## src/include/chsf_pkg.sv

```systemverilog
// Constants shared by the card host status flag logic.
// Assumes a 32-bit APB register bus and a one-bit card data line.
`default_nettype none
package chsf_pkg;
  // Byte addresses of the registers
  localparam logic [31:0] ADDR_CTRL = 32'h4000_0004;
  localparam logic [31:0] ADDR_COMMAND = 32'h4000_0014;
  localparam logic [31:0] ADDR_RECEIVE = 32'h4000_0030;
  localparam logic [31:0] ADDR_TRANSMIT = 32'h4000_0034;
  localparam logic [31:0] ADDR_STATUS = 32'h4000_0040;
  localparam logic [31:0] ADDR_IRQ_STAT = 32'h4000_0044;
  localparam logic [31:0] ADDR_IRQ_MASK = 32'h4000_0048;
  // Status and interrupt bit positions
  localparam int ST_CMD_SENT = 0;
  localparam int ST_RX_READY = 1;
  localparam int ST_TX_MOVED = 2;
  localparam int ST_BLK_END = 3;
  localparam int ST_XFER_ACT = 4;
  localparam int ST_CARD_FREE = 5;
  localparam int ST_CRC_ERR = 6;
  localparam int ST_WIDTH = 7;
  // Control fields
  localparam int CTRL_START = 0;
  localparam int CTRL_WRITE = 1;
  localparam int CTRL_WORDS_LO = 8;
  localparam int CTRL_WORDS_HI = 11;
  // Reset values
  localparam logic RST_CMD_SENT = 1'b1;
  localparam logic RST_TX_MOVED = 1'b1;
  localparam logic [ST_WIDTH-1:0] RST_IRQ_MASK = 7'h00;
  // Link framing
  localparam logic [15:0] CRC16_POLY = 16'h1021;
  localparam logic [5:0] CMD_BITS = 6'h20;
  localparam logic [4:0] WORD_LAST_BIT = 5'h1f;
  localparam logic [3:0] CRC_LAST_BIT = 4'hf;
  localparam logic [4:0] TOKEN_BITS = 5'h04;

  typedef enum logic [3:0] {
    CHSF_IDLE = 4'h0,
    CHSF_TX_START = 4'h1,
    CHSF_TX_DATA = 4'h2,
    CHSF_TX_CRC = 4'h3,
    CHSF_TX_END = 4'h4,
    CHSF_TOK_WAIT = 4'h5,
    CHSF_TOK_BITS = 4'h6,
    CHSF_BUSY = 4'h7,
    CHSF_RX_WAIT = 4'h8,
    CHSF_RX_DATA = 4'h9,
    CHSF_RX_CRC = 4'ha,
    CHSF_RX_CHECK = 4'hb
  } chsf_state_t;
endpackage
`default_nettype wire

```

## src/hw/chsf_top.sv

```systemverilog
// Card host interface: status flags, command and data line engine, APB registers.
// Assumes card_clk and dat0 come from the card side, unsynchronised.
// Overview of operation
// - Command-sent low during command, cleared by write
// - Receive-ready set on data, cleared by read
// - Transmit-moved set on shift load, cleared by write
// - Block-end set per write CRC token, read-cleared
// - Transfer-active held until CRC16 finishes
//
// Decided for this implementation: the APB interface to the registers.
`default_nettype none
module chsf_top (
  input wire logic pclk,
  input wire logic presetn,
  input wire logic psel,
  input wire logic penable,
  input wire logic pwrite,
  input wire logic [31:0] paddr,
  input wire logic [31:0] pwdata,
  output logic [31:0] prdata,
  output logic pready,
  output logic pslverr,
  output logic irq,
  input wire logic card_clk,
  output logic cmd_o,
  output logic cmd_oe,
  input wire logic dat0_i,
  output logic dat0_o,
  output logic dat0_oe
);
  // Pin synchronisation and link clock edges
  logic clk_s;
  logic dat0_s;
  logic clk_prev_q;
  logic lk_rise;
  logic lk_fall;

  chsf_sync #(.W(2)) u_sync (
    .clk(pclk),
    .rst_n(presetn),
    .d({card_clk, dat0_i}),
    .q({clk_s, dat0_s})
  );

  always_ff @(posedge pclk or negedge presetn) begin
    if (!presetn) begin
      clk_prev_q <= 1'b1;
    end else begin
      clk_prev_q <= clk_s;
    end
  end

  assign lk_rise = clk_s & ~clk_prev_q;
  assign lk_fall = ~clk_s & clk_prev_q;

  // APB decode
  logic setup;
  logic access;
  logic wr;
  logic rd;
  logic hit_ctrl;
  logic hit_cmd;
  logic hit_rx;
  logic hit_tx;
  logic hit_st;
  logic hit_ist;
  logic hit_imask;
  logic mapped;

  assign setup = psel & ~penable;
  assign access = psel & penable;
  assign wr = access & pwrite;
  assign rd = access & ~pwrite;
  assign hit_ctrl = paddr == chsf_pkg::ADDR_CTRL;
  assign hit_cmd = paddr == chsf_pkg::ADDR_COMMAND;
  assign hit_rx = paddr == chsf_pkg::ADDR_RECEIVE;
  assign hit_tx = paddr == chsf_pkg::ADDR_TRANSMIT;
  assign hit_st = paddr == chsf_pkg::ADDR_STATUS;
  assign hit_ist = paddr == chsf_pkg::ADDR_IRQ_STAT;
  assign hit_imask = paddr == chsf_pkg::ADDR_IRQ_MASK;
  assign mapped = hit_ctrl | hit_cmd | hit_rx | hit_tx | hit_st | hit_ist | hit_imask;
  assign pready = 1'b1;
  assign pslverr = access & ~mapped;

  logic wr_cmd;
  logic wr_tx;
  logic wr_ctrl;
  logic rd_rx;
  logic rd_st;

  assign wr_cmd = wr & hit_cmd;
  assign wr_tx = wr & hit_tx;
  assign wr_ctrl = wr & hit_ctrl;
  assign rd_rx = rd & hit_rx;
  assign rd_st = rd & hit_st;

  // Command line shifter
  logic [31:0] cmd_sr_q;
  logic [5:0] cmd_cnt_q;
  logic cmd_busy_q;

  always_ff @(posedge pclk or negedge presetn) begin
    if (!presetn) begin
      cmd_sr_q <= 32'h0000_0000;
      cmd_cnt_q <= 6'h00;
      cmd_busy_q <= ~chsf_pkg::RST_CMD_SENT;
      cmd_o <= 1'b1;
      cmd_oe <= 1'b0;
    end else if (wr_cmd) begin
      cmd_sr_q <= pwdata;
      cmd_cnt_q <= chsf_pkg::CMD_BITS;
      cmd_busy_q <= 1'b1;
    end else if (cmd_busy_q && lk_fall) begin
      if (cmd_cnt_q != 6'h00) begin
        cmd_o <= cmd_sr_q[31];
        cmd_oe <= 1'b1;
        cmd_sr_q <= {cmd_sr_q[30:0], 1'b0};
        cmd_cnt_q <= cmd_cnt_q - 6'h01;
      end else begin
        cmd_busy_q <= 1'b0;
        cmd_oe <= 1'b0;
        cmd_o <= 1'b1;
      end
    end
  end

  // Data line engine
  chsf_pkg::chsf_state_t state_q;
  logic [31:0] sh_q;
  logic [31:0] tx_hold_q;
  logic [31:0] rx_data_q;
  logic [4:0] bit_cnt_q;
  logic [3:0] word_cnt_q;
  logic [3:0] crc_cnt_q;
  logic xfer_act_q;
  logic crc_clr;
  logic crc_en;
  logic crc_bit;
  logic [15:0] crc_q;
  logic start_req;
  logic tx_load;
  logic rx_word;
  logic tok_done;
  logic crc_bad;
  logic [31:0] tx_src;

  assign start_req = wr_ctrl & pwdata[chsf_pkg::CTRL_START] & (state_q == chsf_pkg::CHSF_IDLE);
  // A word written in the same cycle as a load goes straight to the shifter
  assign tx_src = wr_tx ? pwdata : tx_hold_q;
  assign tx_load = lk_fall & ((state_q == chsf_pkg::CHSF_TX_START) |
                   ((state_q == chsf_pkg::CHSF_TX_DATA) & (bit_cnt_q == 5'h00) &
                    (word_cnt_q != 4'h0)));
  assign rx_word = lk_rise & (state_q == chsf_pkg::CHSF_RX_DATA) & (bit_cnt_q == 5'h00);
  assign tok_done = lk_rise & (state_q == chsf_pkg::CHSF_TOK_BITS) &
                    (bit_cnt_q == 5'h01);
  assign crc_bad = (state_q == chsf_pkg::CHSF_RX_CHECK) & (crc_q != 16'h0000);
  assign crc_clr = start_req;
  assign crc_en = (lk_fall & (state_q == chsf_pkg::CHSF_TX_DATA)) |
                  (lk_rise & ((state_q == chsf_pkg::CHSF_RX_DATA) |
                              (state_q == chsf_pkg::CHSF_RX_CRC)));
  assign crc_bit = (state_q == chsf_pkg::CHSF_TX_DATA) ? sh_q[31] : dat0_s;

  chsf_crc16 u_crc (
    .clk(pclk),
    .rst_n(presetn),
    .clear(crc_clr),
    .en(crc_en),
    .bit_in(crc_bit),
    .crc_q(crc_q)
  );

  always_ff @(posedge pclk or negedge presetn) begin
    if (!presetn) begin
      tx_hold_q <= 32'h0000_0000;
      rx_data_q <= 32'h0000_0000;
    end else begin
      if (wr_tx) begin
        tx_hold_q <= pwdata;
      end
      if (rx_word) begin
        rx_data_q <= {sh_q[30:0], dat0_s};
      end
    end
  end

  always_ff @(posedge pclk or negedge presetn) begin
    if (!presetn) begin
      state_q <= chsf_pkg::CHSF_IDLE;
      sh_q <= 32'h0000_0000;
      bit_cnt_q <= 5'h00;
      word_cnt_q <= 4'h0;
      crc_cnt_q <= 4'h0;
      xfer_act_q <= 1'b0;
      dat0_o <= 1'b1;
      dat0_oe <= 1'b0;
    end else begin
      case (state_q)
        chsf_pkg::CHSF_IDLE: begin
          if (start_req) begin
            xfer_act_q <= 1'b1;
            word_cnt_q <= pwdata[chsf_pkg::CTRL_WORDS_HI:chsf_pkg::CTRL_WORDS_LO];
            state_q <= pwdata[chsf_pkg::CTRL_WRITE] ? chsf_pkg::CHSF_TX_START :
                       chsf_pkg::CHSF_RX_WAIT;
          end
        end
        chsf_pkg::CHSF_TX_START: begin
          if (lk_fall) begin
            dat0_o <= 1'b0;
            dat0_oe <= 1'b1;
            sh_q <= tx_src;
            bit_cnt_q <= chsf_pkg::WORD_LAST_BIT;
            state_q <= chsf_pkg::CHSF_TX_DATA;
          end
        end
        chsf_pkg::CHSF_TX_DATA: begin
          if (lk_fall) begin
            dat0_o <= sh_q[31];
            sh_q <= {sh_q[30:0], 1'b0};
            bit_cnt_q <= bit_cnt_q - 5'h01;
            if (bit_cnt_q == 5'h00) begin
              if (word_cnt_q == 4'h0) begin
                crc_cnt_q <= chsf_pkg::CRC_LAST_BIT;
                state_q <= chsf_pkg::CHSF_TX_CRC;
              end else begin
                sh_q <= tx_src;
                word_cnt_q <= word_cnt_q - 4'h1;
              end
            end
          end
        end
        chsf_pkg::CHSF_TX_CRC: begin
          if (lk_fall) begin
            dat0_o <= crc_q[crc_cnt_q];
            crc_cnt_q <= crc_cnt_q - 4'h1;
            if (crc_cnt_q == 4'h0) begin
              xfer_act_q <= 1'b0;
              bit_cnt_q <= 5'h01;
              state_q <= chsf_pkg::CHSF_TX_END;
            end
          end
        end
        chsf_pkg::CHSF_TX_END: begin
          // End bit stands one full link bit, whatever the last CRC bit was
          if (lk_fall) begin
            if (bit_cnt_q != 5'h00) begin
              dat0_o <= 1'b1;
              bit_cnt_q <= 5'h00;
            end else begin
              dat0_oe <= 1'b0;
              state_q <= chsf_pkg::CHSF_TOK_WAIT;
            end
          end
        end
        chsf_pkg::CHSF_TOK_WAIT: begin
          if (lk_rise && !dat0_s) begin
            bit_cnt_q <= chsf_pkg::TOKEN_BITS;
            state_q <= chsf_pkg::CHSF_TOK_BITS;
          end
        end
        chsf_pkg::CHSF_TOK_BITS: begin
          if (lk_rise) begin
            bit_cnt_q <= bit_cnt_q - 5'h01;
            if (bit_cnt_q == 5'h01) begin
              state_q <= chsf_pkg::CHSF_BUSY;
            end
          end
        end
        chsf_pkg::CHSF_BUSY: begin
          if (lk_rise && dat0_s) begin
            state_q <= chsf_pkg::CHSF_IDLE;
          end
        end
        chsf_pkg::CHSF_RX_WAIT: begin
          if (lk_rise && !dat0_s) begin
            bit_cnt_q <= chsf_pkg::WORD_LAST_BIT;
            state_q <= chsf_pkg::CHSF_RX_DATA;
          end
        end
        chsf_pkg::CHSF_RX_DATA: begin
          if (lk_rise) begin
            sh_q <= {sh_q[30:0], dat0_s};
            bit_cnt_q <= bit_cnt_q - 5'h01;
            if (bit_cnt_q == 5'h00) begin
              word_cnt_q <= word_cnt_q - 4'h1;
              if (word_cnt_q == 4'h0) begin
                crc_cnt_q <= chsf_pkg::CRC_LAST_BIT;
                state_q <= chsf_pkg::CHSF_RX_CRC;
              end
            end
          end
        end
        chsf_pkg::CHSF_RX_CRC: begin
          if (lk_rise) begin
            crc_cnt_q <= crc_cnt_q - 4'h1;
            if (crc_cnt_q == 4'h0) begin
              state_q <= chsf_pkg::CHSF_RX_CHECK;
            end
          end
        end
        chsf_pkg::CHSF_RX_CHECK: begin
          xfer_act_q <= 1'b0;
          state_q <= chsf_pkg::CHSF_IDLE;
        end
        default: begin
          state_q <= chsf_pkg::CHSF_IDLE;
          dat0_oe <= 1'b0;
        end
      endcase
    end
  end

  // Status flags; a hardware set beats a software clear, except for command-sent, where a command write wins over completion
  logic rx_ready_q;
  logic tx_moved_q;
  logic blk_end_q;
  logic crc_err_q;
  logic card_free;
  localparam int ST_W = chsf_pkg::ST_WIDTH;
  logic [ST_W-1:0] status;
  logic [31:0] prdata_q;

  assign card_free = dat0_s | dat0_oe;
  assign status = {crc_err_q, card_free, xfer_act_q, blk_end_q, tx_moved_q, rx_ready_q,
                   ~cmd_busy_q};

  always_ff @(posedge pclk or negedge presetn) begin
    if (!presetn) begin
      rx_ready_q <= 1'b0;
      tx_moved_q <= chsf_pkg::RST_TX_MOVED;
      blk_end_q <= 1'b0;
      crc_err_q <= 1'b0;
    end else begin
      // Set on word, clear on read
      rx_ready_q <= rx_word | (rx_ready_q & ~rd_rx);
      // Set on load, clear on write
      tx_moved_q <= tx_load | (tx_moved_q & ~wr_tx);
      blk_end_q <= tok_done | (blk_end_q & ~(rd_st & prdata_q[chsf_pkg::ST_BLK_END]));
      crc_err_q <= crc_bad | (crc_err_q & ~(rd_st & prdata_q[chsf_pkg::ST_CRC_ERR]));
    end
  end

  // Interrupt status and mask
  logic [ST_W-1:0] status_prev_q;
  logic [ST_W-1:0] ist_q;
  logic [ST_W-1:0] imask_q;
  logic [ST_W-1:0] ev;
  logic [ST_W-1:0] ist_clr;

  assign ev = (status & ~status_prev_q) |
              {2'b00, status_prev_q[chsf_pkg::ST_XFER_ACT] & ~xfer_act_q, 4'h0};
  assign ist_clr = (wr & hit_ist) ? pwdata[ST_W-1:0] : 7'h00;
  assign irq = |(ist_q & imask_q);

  always_ff @(posedge pclk or negedge presetn) begin
    if (!presetn) begin
      // Idle status after reset, so no false edge follows it
      status_prev_q <= 7'h25;
      ist_q <= 7'h00;
      imask_q <= chsf_pkg::RST_IRQ_MASK;
    end else begin
      status_prev_q <= status;
      ist_q <= ev | (ist_q & ~ist_clr);
      if (wr & hit_imask) begin
        imask_q <= pwdata[ST_W-1:0];
      end
    end
  end

  // Read data captured in the setup phase
  logic [31:0] rd_mux;

  assign rd_mux = hit_st ? {25'h0, status} :
                  hit_rx ? rx_data_q :
                  hit_ist ? {25'h0, ist_q} :
                  hit_imask ? {25'h0, imask_q} :
                  hit_tx ? tx_hold_q :
                  hit_cmd ? cmd_sr_q : 32'h0000_0000;

  always_ff @(posedge pclk or negedge presetn) begin
    if (!presetn) begin
      prdata_q <= 32'h0000_0000;
    end else if (setup) begin
      prdata_q <= rd_mux;
    end
  end

  assign prdata = prdata_q;
endmodule // chsf_top
`default_nettype wire

```

## src/hw/chsf_sync.sv

```systemverilog
// Two-stage synchroniser for a group of levels.
// Assumes inputs from outside the pclk domain.
`default_nettype none
module chsf_sync #(
  parameter int W = 1
) (
  input wire logic clk,
  input wire logic rst_n,
  input wire logic [W-1:0] d,
  output logic [W-1:0] q
);
  logic [W-1:0] meta_q;

  always_ff @(posedge clk or negedge rst_n) begin
    if (!rst_n) begin
      meta_q <= '1;
      q <= '1;
    end else begin
      meta_q <= d;
      q <= meta_q;
    end
  end
endmodule // chsf_sync
`default_nettype wire

```

## src/hw/chsf_crc16.sv

```systemverilog
// Serial CRC16 engine, one bit per enabled cycle, MSB first.
// Assumes the caller clears it before each block.
`default_nettype none
module chsf_crc16 (
  input wire logic clk,
  input wire logic rst_n,
  input wire logic clear,
  input wire logic en,
  input wire logic bit_in,
  output logic [15:0] crc_q
);
  logic fb;
  logic [15:0] crc_d;

  assign fb = bit_in ^ crc_q[15];
  assign crc_d = {crc_q[14:0], 1'b0} ^ (fb ? chsf_pkg::CRC16_POLY : 16'h0000);

  always_ff @(posedge clk or negedge rst_n) begin
    if (!rst_n) begin
      crc_q <= 16'h0000;
    end else if (clear) begin
      crc_q <= 16'h0000;
    end else if (en) begin
      crc_q <= crc_d;
    end
  end
endmodule // chsf_crc16
`default_nettype wire

```

## config.mk

```make
export PLATFORM = sky130hd
export DESIGN_NAME = chsf_top
export DESIGN_NICKNAME = d
export VERILOG_FILES = /design/src/include/chsf_pkg.sv /design/src/hw/chsf_top.sv /design/src/hw/chsf_sync.sv /design/src/hw/chsf_crc16.sv
export SDC_FILE = /design/constraint.sdc
export NUM_CORES = 1
export LEC_CHECK = 0
export BUFFER_PORTS_ARGS = -buffer_cell sky130_fd_sc_hd__buf_2
export CORE_MARGIN = 1
export CORE_UTILIZATION = 55
export DETAILED_ROUTE_END_ITERATION = 12
export PLACE_DENSITY = 0.82
export SLEW_MARGIN = 20
export SYNTH_ARGS = -nofsm -noshare
export SYNTH_HDL_FRONTEND = slang
export SYNTH_SLANG_ARGS = --single-unit
```

## constraint.sdc

```tcl
create_clock -name pclk -period 3.42 [get_ports pclk]
set_input_delay 0.171 -clock pclk [delete_from_list [all_inputs] [get_ports pclk]]
set_output_delay 0.171 -clock pclk [all_outputs]
set_load 0.01 [all_outputs]
```

==> parameters.txt, run 1 <==
Parameter                              Value

Run status
  Run status    completed

Synth
  Warnings, synthesis    0
  Syn_nets    1169
  Number of enable flip-flop cells after synthesis    0
  Post-synthesis cell area    about 12000 sq um
  Synthesized instance count    about 1100
  Register area share after synthesis    ~50%
  Library cells used by synthesis    77
  Register bit count reported by yosys    235
  Prevailing post-synth register cell    dfrtp_1
  Mean instance size in the synthesized netlist    between 10 and 15 sq um
  Fraction of synthesis flops using an asynchronous set or reset pin    100%

Job
  Max Cap Violations    0

GRT
  Total global routing track utilization    between 20 and 30%
  Maximum number of pins on one net before global-route repair    89
  Number of antenna violations at the first check in global routing    0
  Via count of the first global-routing pass    between 9000 and 10000
  First-pass GRT wire length    around 50000 microns
  Sum of overflow across all layers after global routing    0

Drt
  Total number of vias    between 9000 and 10000
  Count of TritonRoute iterations in the first routing pass    5
  Vias per inst    6.27
  Total length of routed wires    slightly above 30000 microns
  Routed wire length per instance    about 20 microns
  Number of DRC markers in iteration 0    approximately 780
  Final ANT Viol Nets    0
  Post-detailed-route DRC marker count    0

Die
  Die Ht    about 150 microns
  Placeable core region    21000 sq um
  Die ar.    around 22000 sq um
  Site Rows    between 50 and 60
  Number of ports placed on the die boundary    between 100 and 150
  Initial cell density of the core    56.1%
  Chip width    between 100 and 150 microns

Place
  HPWL reported at the end of detailed placement    between 15000 and 20000 microns
  Routability Congestion    roughly 0.93
  I/O Buffers    108
  Total placed cells including tap cells    between 1000 and 1500
  Worst setup timing slack at the placement stage    roughly 0.58 ns

Worst setup path
  WS Path Type    reg2reg
  List of cells traversed by the critical path    nor4b_1 -> a31oi_2 -> buf_4 -> and3_1 -> a211o_1
  Register-to-Register Path Depth    5
  Required time of the critical path    between 3 and 4 ns
  First element of the critical path    state_q[1]
  Reg2reg end    sh_q[31]
  CP max stage delay    approximately 0.9 ns
  Kind of capture point of the worst setup path    register
  Startpoint of the worst-slack reg-to-reg timing path    state_q[1]
  Worst Setup Start Kind    register
  Standard cell with the maximum stage delay on the critical path    dfrtp_1
  FF-to-FF setup slack    ~0.67 ns
  Data arrival time at the worst-slack endpoint    3.16 ns
  Critical Path Sink    sh_q[31]
  Biggest fanout along the worst timing path    32

Clocking
  Max clock buf depth    3
  CTS tree    yes
  Number of hold buffers added after CTS    35
  Clock Sink Count    around 240
  Number of CTS-inserted buffers    25
  Post-CTS Repair Setup Buffers    0
  Clock insertion delay at the later pin of the skew report    approximately 0.54 ns
  Post-CTS Resized    0
  Htree depth    1
  Root Buffer Master    clkbuf_16
  CTS clk-pin slew, worst paths    ~0.060 ns

Power
  Leakage power of the design    around 6.7 nW
  VDD IR-drop max    between 0.3 and 0.4 mV
  PnR Total Power    around 8.4 mW
  Pwr per Cell Area    about 610 nW/um^2

Layout
  Commonest cells after routing, fill and taps aside    dfrtp_1 (224), buf_2 (107), nand2_1 (99)
  Layout Nets    approximately 1300
  N_diodes    0
  Post-route insts no fill    1507
  FILL cells    ~1600
  Synth-to-Final Area Change    16.8%
  Most common cell after layout, fill and taps aside    dfrtp_1
  Fraction of layout instances using a drive strength above 1    between 20 and 25%

Timing
  Maximum frequency from static timing analysis    364 MHz
  Shortest clock period the worst path allows after layout    about 2.7 ns
  Worst Skew    0.0201 ns
  Unrepaired setup endpoints after global routing    false
  Count of endpoints failing setup in the final report    0
  Count of final max-slew check failures    0
  Fin. Hold Viols    0
  Post-layout worst setup margin    0.672 ns
  Final Cycle Share    between 80% and 90%
  Final sum of negative setup slack    0 ns
  Worst hold slack    between 0.06 and 0.07 ns
  Actual transition at the worst max-transition pin    about 0.97 ns
  Max-Slew Margin vs Limit    34.7%

Min path
  Type of the worst min-delay path    in2reg
==> worst max-delay path, delay by kind of cell (launching register included) <==
| family | cells | cell delay [ns] |
|---|---|---|
| DFF | 1 | 0.88 |
| AOI/OAI and AO/OA | 2 | 0.44 |
| and+or+nand+nor | 2 | 1.01 |
| buffers and inverters | 1 | 0.28 |
==> routing by layer <==
| metal | vias to the layer above | wire, microns | share of wire (%) | GRT usage (%) |
|---|---|---|---|---|
| met5 | - | 0 | 0 | 0 |
| met4 | 0 | 811 | 2.6 | 10.1 |
| met3 | 71 | 2150 | 7.0 | 4.45 |
| met2 | 393 | 14300 | 47 | 45.8 |
| met1 | 4733 | 13400 | 44 | 39.3 |
| li1 | 4246 | - | - | - |
==> kinds of logic after synthesis <==
group	synth area share, %
buf+inv	3.68
mux	11.8
fa+ha+maj	0.743
flops	50.0
compound gates	17.0
xor+xnor	0.817
other cells	0.0318
simple gates	15.9
==> cell type report <==
| class | count | area, sq um | area share, % |
|---|---|---|---|
| Sequential cell | 235 | 5890 | 42.8 |
| Multi-Input combinational cell | 761 | 5520 | 40.1 |
| Timing Repair Buffer | 169 | 1110 | 8.05 |
| Clock buffer | 39 | 778 | 5.65 |
| Tap cell | 275 | 344 | 2.50 |
| Inverter | 21 | 78.8 | 0.572 |
| Clock inverter | 7 | 50.0 | 0.363 |
==> worst min-delay path by stage <==
stage / slack, ns / to / from / cells past startpoint
floorplan: -0.12 / bit_cnt_q[0] / presetn / 0
global placement: 0.21 / prdata[29] / presetn / 1
detailed placement: 0.21 / prdata[29] / presetn / 1
CTS: 0.05 / rx_ready_q / pwrite / 4
global route: 0.07 / rx_ready_q / pwrite / 4
finish: 0.07 / rx_ready_q / pwrite / 4
==> cell usage after synthesis (4+ instances only) <==
master,n,area (sq um)
nor4_1,11,68.8
mux4_2,4,90.1
dfrtp_1,224,5610
or3b_2,4,35.0
a211o_1,31,272
o21ai_0,54,270
and2_1,33,206
buf_4,5,37.5
a22o_1,33,289
dfstp_2,11,289
a22oi_1,33,248
a21oi_1,53,265
xnor2_1,6,52.6
inv_1,21,78.8
and3_1,42,263
clkbuf_1,39,146
o31ai_1,4,30.0
nor2b_1,8,50.1
nor3b_1,7,52.6
nor3_1,12,60.1
o2bb2ai_1,7,61.3
nand4_1,7,43.8
mux2_2,83,935
a21o_1,8,60.1
ha_1,7,87.6
nor4bb_1,4,40.0
a2bb2oi_1,4,35.0
mux2i_1,34,340
nand3b_1,5,37.5
nor2_1,52,195
a221o_1,7,70.1
nand2_1,99,372
buf_2,23,115
o211ai_1,10,75.1
nand3_1,17,85.1
buf_6,4,45.0
nand2b_1,13,81.3
o21bai_1,5,37.5
xor2_1,5,43.8
==> sequential cells by signal, summed over array words and instances (netlist names), 2 cells and up <==
signal	count
bit_cnt_q	5
cmd_cnt_q	6
cmd_sr_q	32
crc_cnt_q	4
imask_q	7
ist_q	7
prdata	32
rx_data_q	32
sh_q	32
state_q	4
status_prev_q	7
tx_hold_q	32
u_crc.crc_q	16
u_sync.meta_q	2
u_sync.q	2
word_cnt_q	4
==> metrics by stage <==
step,utilization [%],instance area (sq um)
detailed placement,59.9,12600
CTS,65.5,13800
global route,65.5,13800
global placement,59.9,12600
floorplan,-,11800
finish,65.5,13800
==> power by group <==
part           switching, mW  leakage, nW  internal, mW  total (mW)
combinational           1.23         3.24         0.906        2.14
clock                   1.12        0.418          1.57        2.68
sequential             0.466         3.00          3.09        3.56
No activity file was read; power rests on OpenSTA's default activity.
==> inputs of run 2 (changes only) <==
--- a/config.mk
+++ b/config.mk
@@ -7,9 +7,9 @@
 export LEC_CHECK = 0
 export BUFFER_PORTS_ARGS = -buffer_cell sky130_fd_sc_hd__buf_2
 export CORE_MARGIN = 1
-export CORE_UTILIZATION = 55
+export CORE_UTILIZATION = 54
 export DETAILED_ROUTE_END_ITERATION = 12
-export PLACE_DENSITY = 0.82
+export PLACE_DENSITY = 0.83
 export SLEW_MARGIN = 20
 export SYNTH_ARGS = -nofsm -noshare
 export SYNTH_HDL_FRONTEND = slang
==> constraint.sdc (replaced) <==
create_clock -name pclk -period 2.4 [get_ports pclk]
set_input_delay 0.12 -clock pclk [delete_from_list [all_inputs] [get_ports pclk]]
set_output_delay 0.12 -clock pclk [all_outputs]
set_load 0.01 [all_outputs]
==> run 2 against run 1 <==
Effect of this change:
- combinational power is 71% higher
- non-clock buffer count rose by 38
- highest routed layer unchanged
- critical path type unchanged
- final cell count grew 2.5%
==> parameters.txt, run 2 (synthesis gave the netlist of run 1 again) <==
Parameter                              Value

Worst setup path
  CP max stage delay    around 0.46 ns
  Kind of capture point of the worst setup path    register
  Standard cell with the maximum stage delay on the critical path    or4b_1
  List of cells traversed by the critical path    inv_2 -> ha_1 -> or4b_1 -> o21a_1 -> a2111oi_4 -> o21a_2 -> mux2_1
  Data arrival time at the worst-slack endpoint    2.70 ns
  Worst Setup Start Kind    register
  WS Path Type    reg2reg
  Biggest fanout along the worst timing path    4
  Required time of the critical path    2.80 ns

Timing
  Fin. Hold Viols    0
  Count of final max-slew check failures    0
  Final Cycle Share    95.9%
  Count of endpoints failing setup in the final report    0
  Actual transition at the worst max-transition pin    between 0.7 and 0.8 ns
  Worst hold slack    around 0.064 ns
  Shortest clock period the worst path allows after layout    between 2 and 2.5 ns
  Maximum frequency from static timing analysis    435 MHz
  Max-Slew Margin vs Limit    between 50 and 60%
  Worst Skew    roughly 0.026 ns

Power
  PnR Total Power    roughly 13 mW
  Pwr per Cell Area    between 800 and 900 nW/um^2
  VDD IR-drop max    between 0.5 and 0.6 mV
  Leakage power of the design    6.92 nW

Die
  Die ar.    22400 sq um
  Number of ports placed on the die boundary    110
  Placeable core region    roughly 21000 sq um
  Initial cell density of the core    55.5%
  Site Rows    53
  Chip width    between 100 and 150 microns
  Die Ht    150 microns

Drt
  Final ANT Viol Nets    0
  Total length of routed wires    about 32000 microns
  Count of TritonRoute iterations in the first routing pass    5
  Routed wire length per instance    20.7 microns
  Number of DRC markers in iteration 0    about 760
  Post-detailed-route DRC marker count    0
  Total number of vias    between 9000 and 10000
  Vias per inst    between 6 and 7

Clocking
  Clock insertion delay at the later pin of the skew report    roughly 0.55 ns
  CTS clk-pin slew, worst paths    0.06 ns
  Clock Sink Count    235
  Htree depth    1
  CTS tree    yes
  Root Buffer Master    clkbuf_16
  Number of CTS-inserted buffers    25
  Max clock buf depth    3

Layout
  Fraction of layout instances using a drive strength above 1    27.2%
  Layout Nets    1329
  Synth-to-Final Area Change    21.3%
  Most common cell after layout, fill and taps aside    dfrtp_1
  Commonest cells after routing, fill and taps aside    dfrtp_1 (223), buf_2 (107), nand2_1 (99)
  Post-route insts no fill    1544
  N_diodes    0
  Summed area of non-filler cells in the final layout    between 10000 and 15000 sq um

Place
  Dpl cell area    roughly 13000 sq um
  I/O Buffers    108
  Routability Congestion    0.933
  Total placed cells including tap cells    ~1500
  HPWL reported at the end of detailed placement    20500 microns

GRT
  Met3 usage    ~3.8%
  Sum of overflow across all layers after global routing    0
  Met2 track demand over resource    a little under half
  Maximum number of pins on one net before global-route repair    66
  Via count of the first global-routing pass    just under 10000
  Most used routing layer in global routing    met2
  Met1 demand-to-capacity share in global routing    between 40% and 50%
  Number of antenna violations at the first check in global routing    0
  First-pass GRT wire length    between 50000 and 60000 microns
  Total global routing track utilization    ~29%

Job
  Max Cap Violations    0

Run status
  Run status    completed

Min path
  Type of the worst min-delay path    in2reg
run 2: per-stage QoR:
| stage | util, % | setup TNS, ns | worst slack, ns |
|---|---|---|---|
| 3_5_place_dp | 61.3 | 0 | 0.0679 |
| 2_1_floorplan | - | 0 | 0.0115 |
| 4_1_cts | 67.2 | 0 | 0.0601 |
| 3_3_place_gp | 61.3 | 0 | 0.151 |
| 6_report | 67.4 | 0 | 0.0990 |
| 5_1_grt | 67.4 | -0.0154 | -0.0154 |
run 2: timing repair:
| item | CTS | global route |
|---|---|---|
| hold endpoints to repair | 289 | 0 |
| endpoints found under the setup margin | 0 | 13 |
| hold buffers | 36 | 0 |
| gates resized for setup | 0 | 8 |
| setup buffers | 0 | 1 |
run 2: worst paths after layout:
check / slack (ns) / cells after the start / startpoint / endpoint
setup / recovery: 0.1 / 7 / bit_cnt_q[0] / word_cnt_q[1]
setup reg to reg: 0.1 / 7 / bit_cnt_q[0] / word_cnt_q[1]
hold reg to reg: 0.35 / 0 / u_sync.meta_q[0] / u_sync.q[0]
max in group asynchronous: 1.53 / 3 / presetn / status_prev_q[5]
hold / removal: 0.06 / 3 / paddr[2] / rx_ready_q
min in group asynchronous: 0.12 / 2 / presetn / bit_cnt_q[2]
run 2: report_power, final:
| group | total, mW | leakage (nW) | switching (mW) | internal (mW) |
|---|---|---|---|---|
| clock network | 4.12 | 0.447 | 1.60 | 2.52 |
| logic | 3.66 | 3.47 | 2.07 | 1.59 |
| registers | 4.91 | 3.00 | 0.494 | 4.41 |
| total | 12.7 | 6.92 | 4.17 | 8.52 |
run 2: worst max-delay path: cells and delay by family, from the launching register on:
family	cells	cell delay, ns
AO/OA/AOI/OAI	3	0.74
adder cells (fa/ha/maj)	1	0.15
flip-flops	1	0.41
AND/OR/NAND/NOR	1	0.46
buffers and inverters	1	0.09
multiplexers	1	0.32
run 2: cell type report:
cell class | instances | area (sq um)
timing repair buffer | 207 | 1540
inverter | 21 | 78.8
clock inverter | 9 | 135
fill | 1571 | 6930
tap | 275 | 344
sequential | 235 | 5900
multi-input combinational | 761 | 5550
clock buffer | 36 | 757
run 2: layer usage:
metal	wire, microns	share of wire (%)
met1	13800	43
met2	15300	48
met3	2240	7.0
met5	0	0
met4	677	2.1
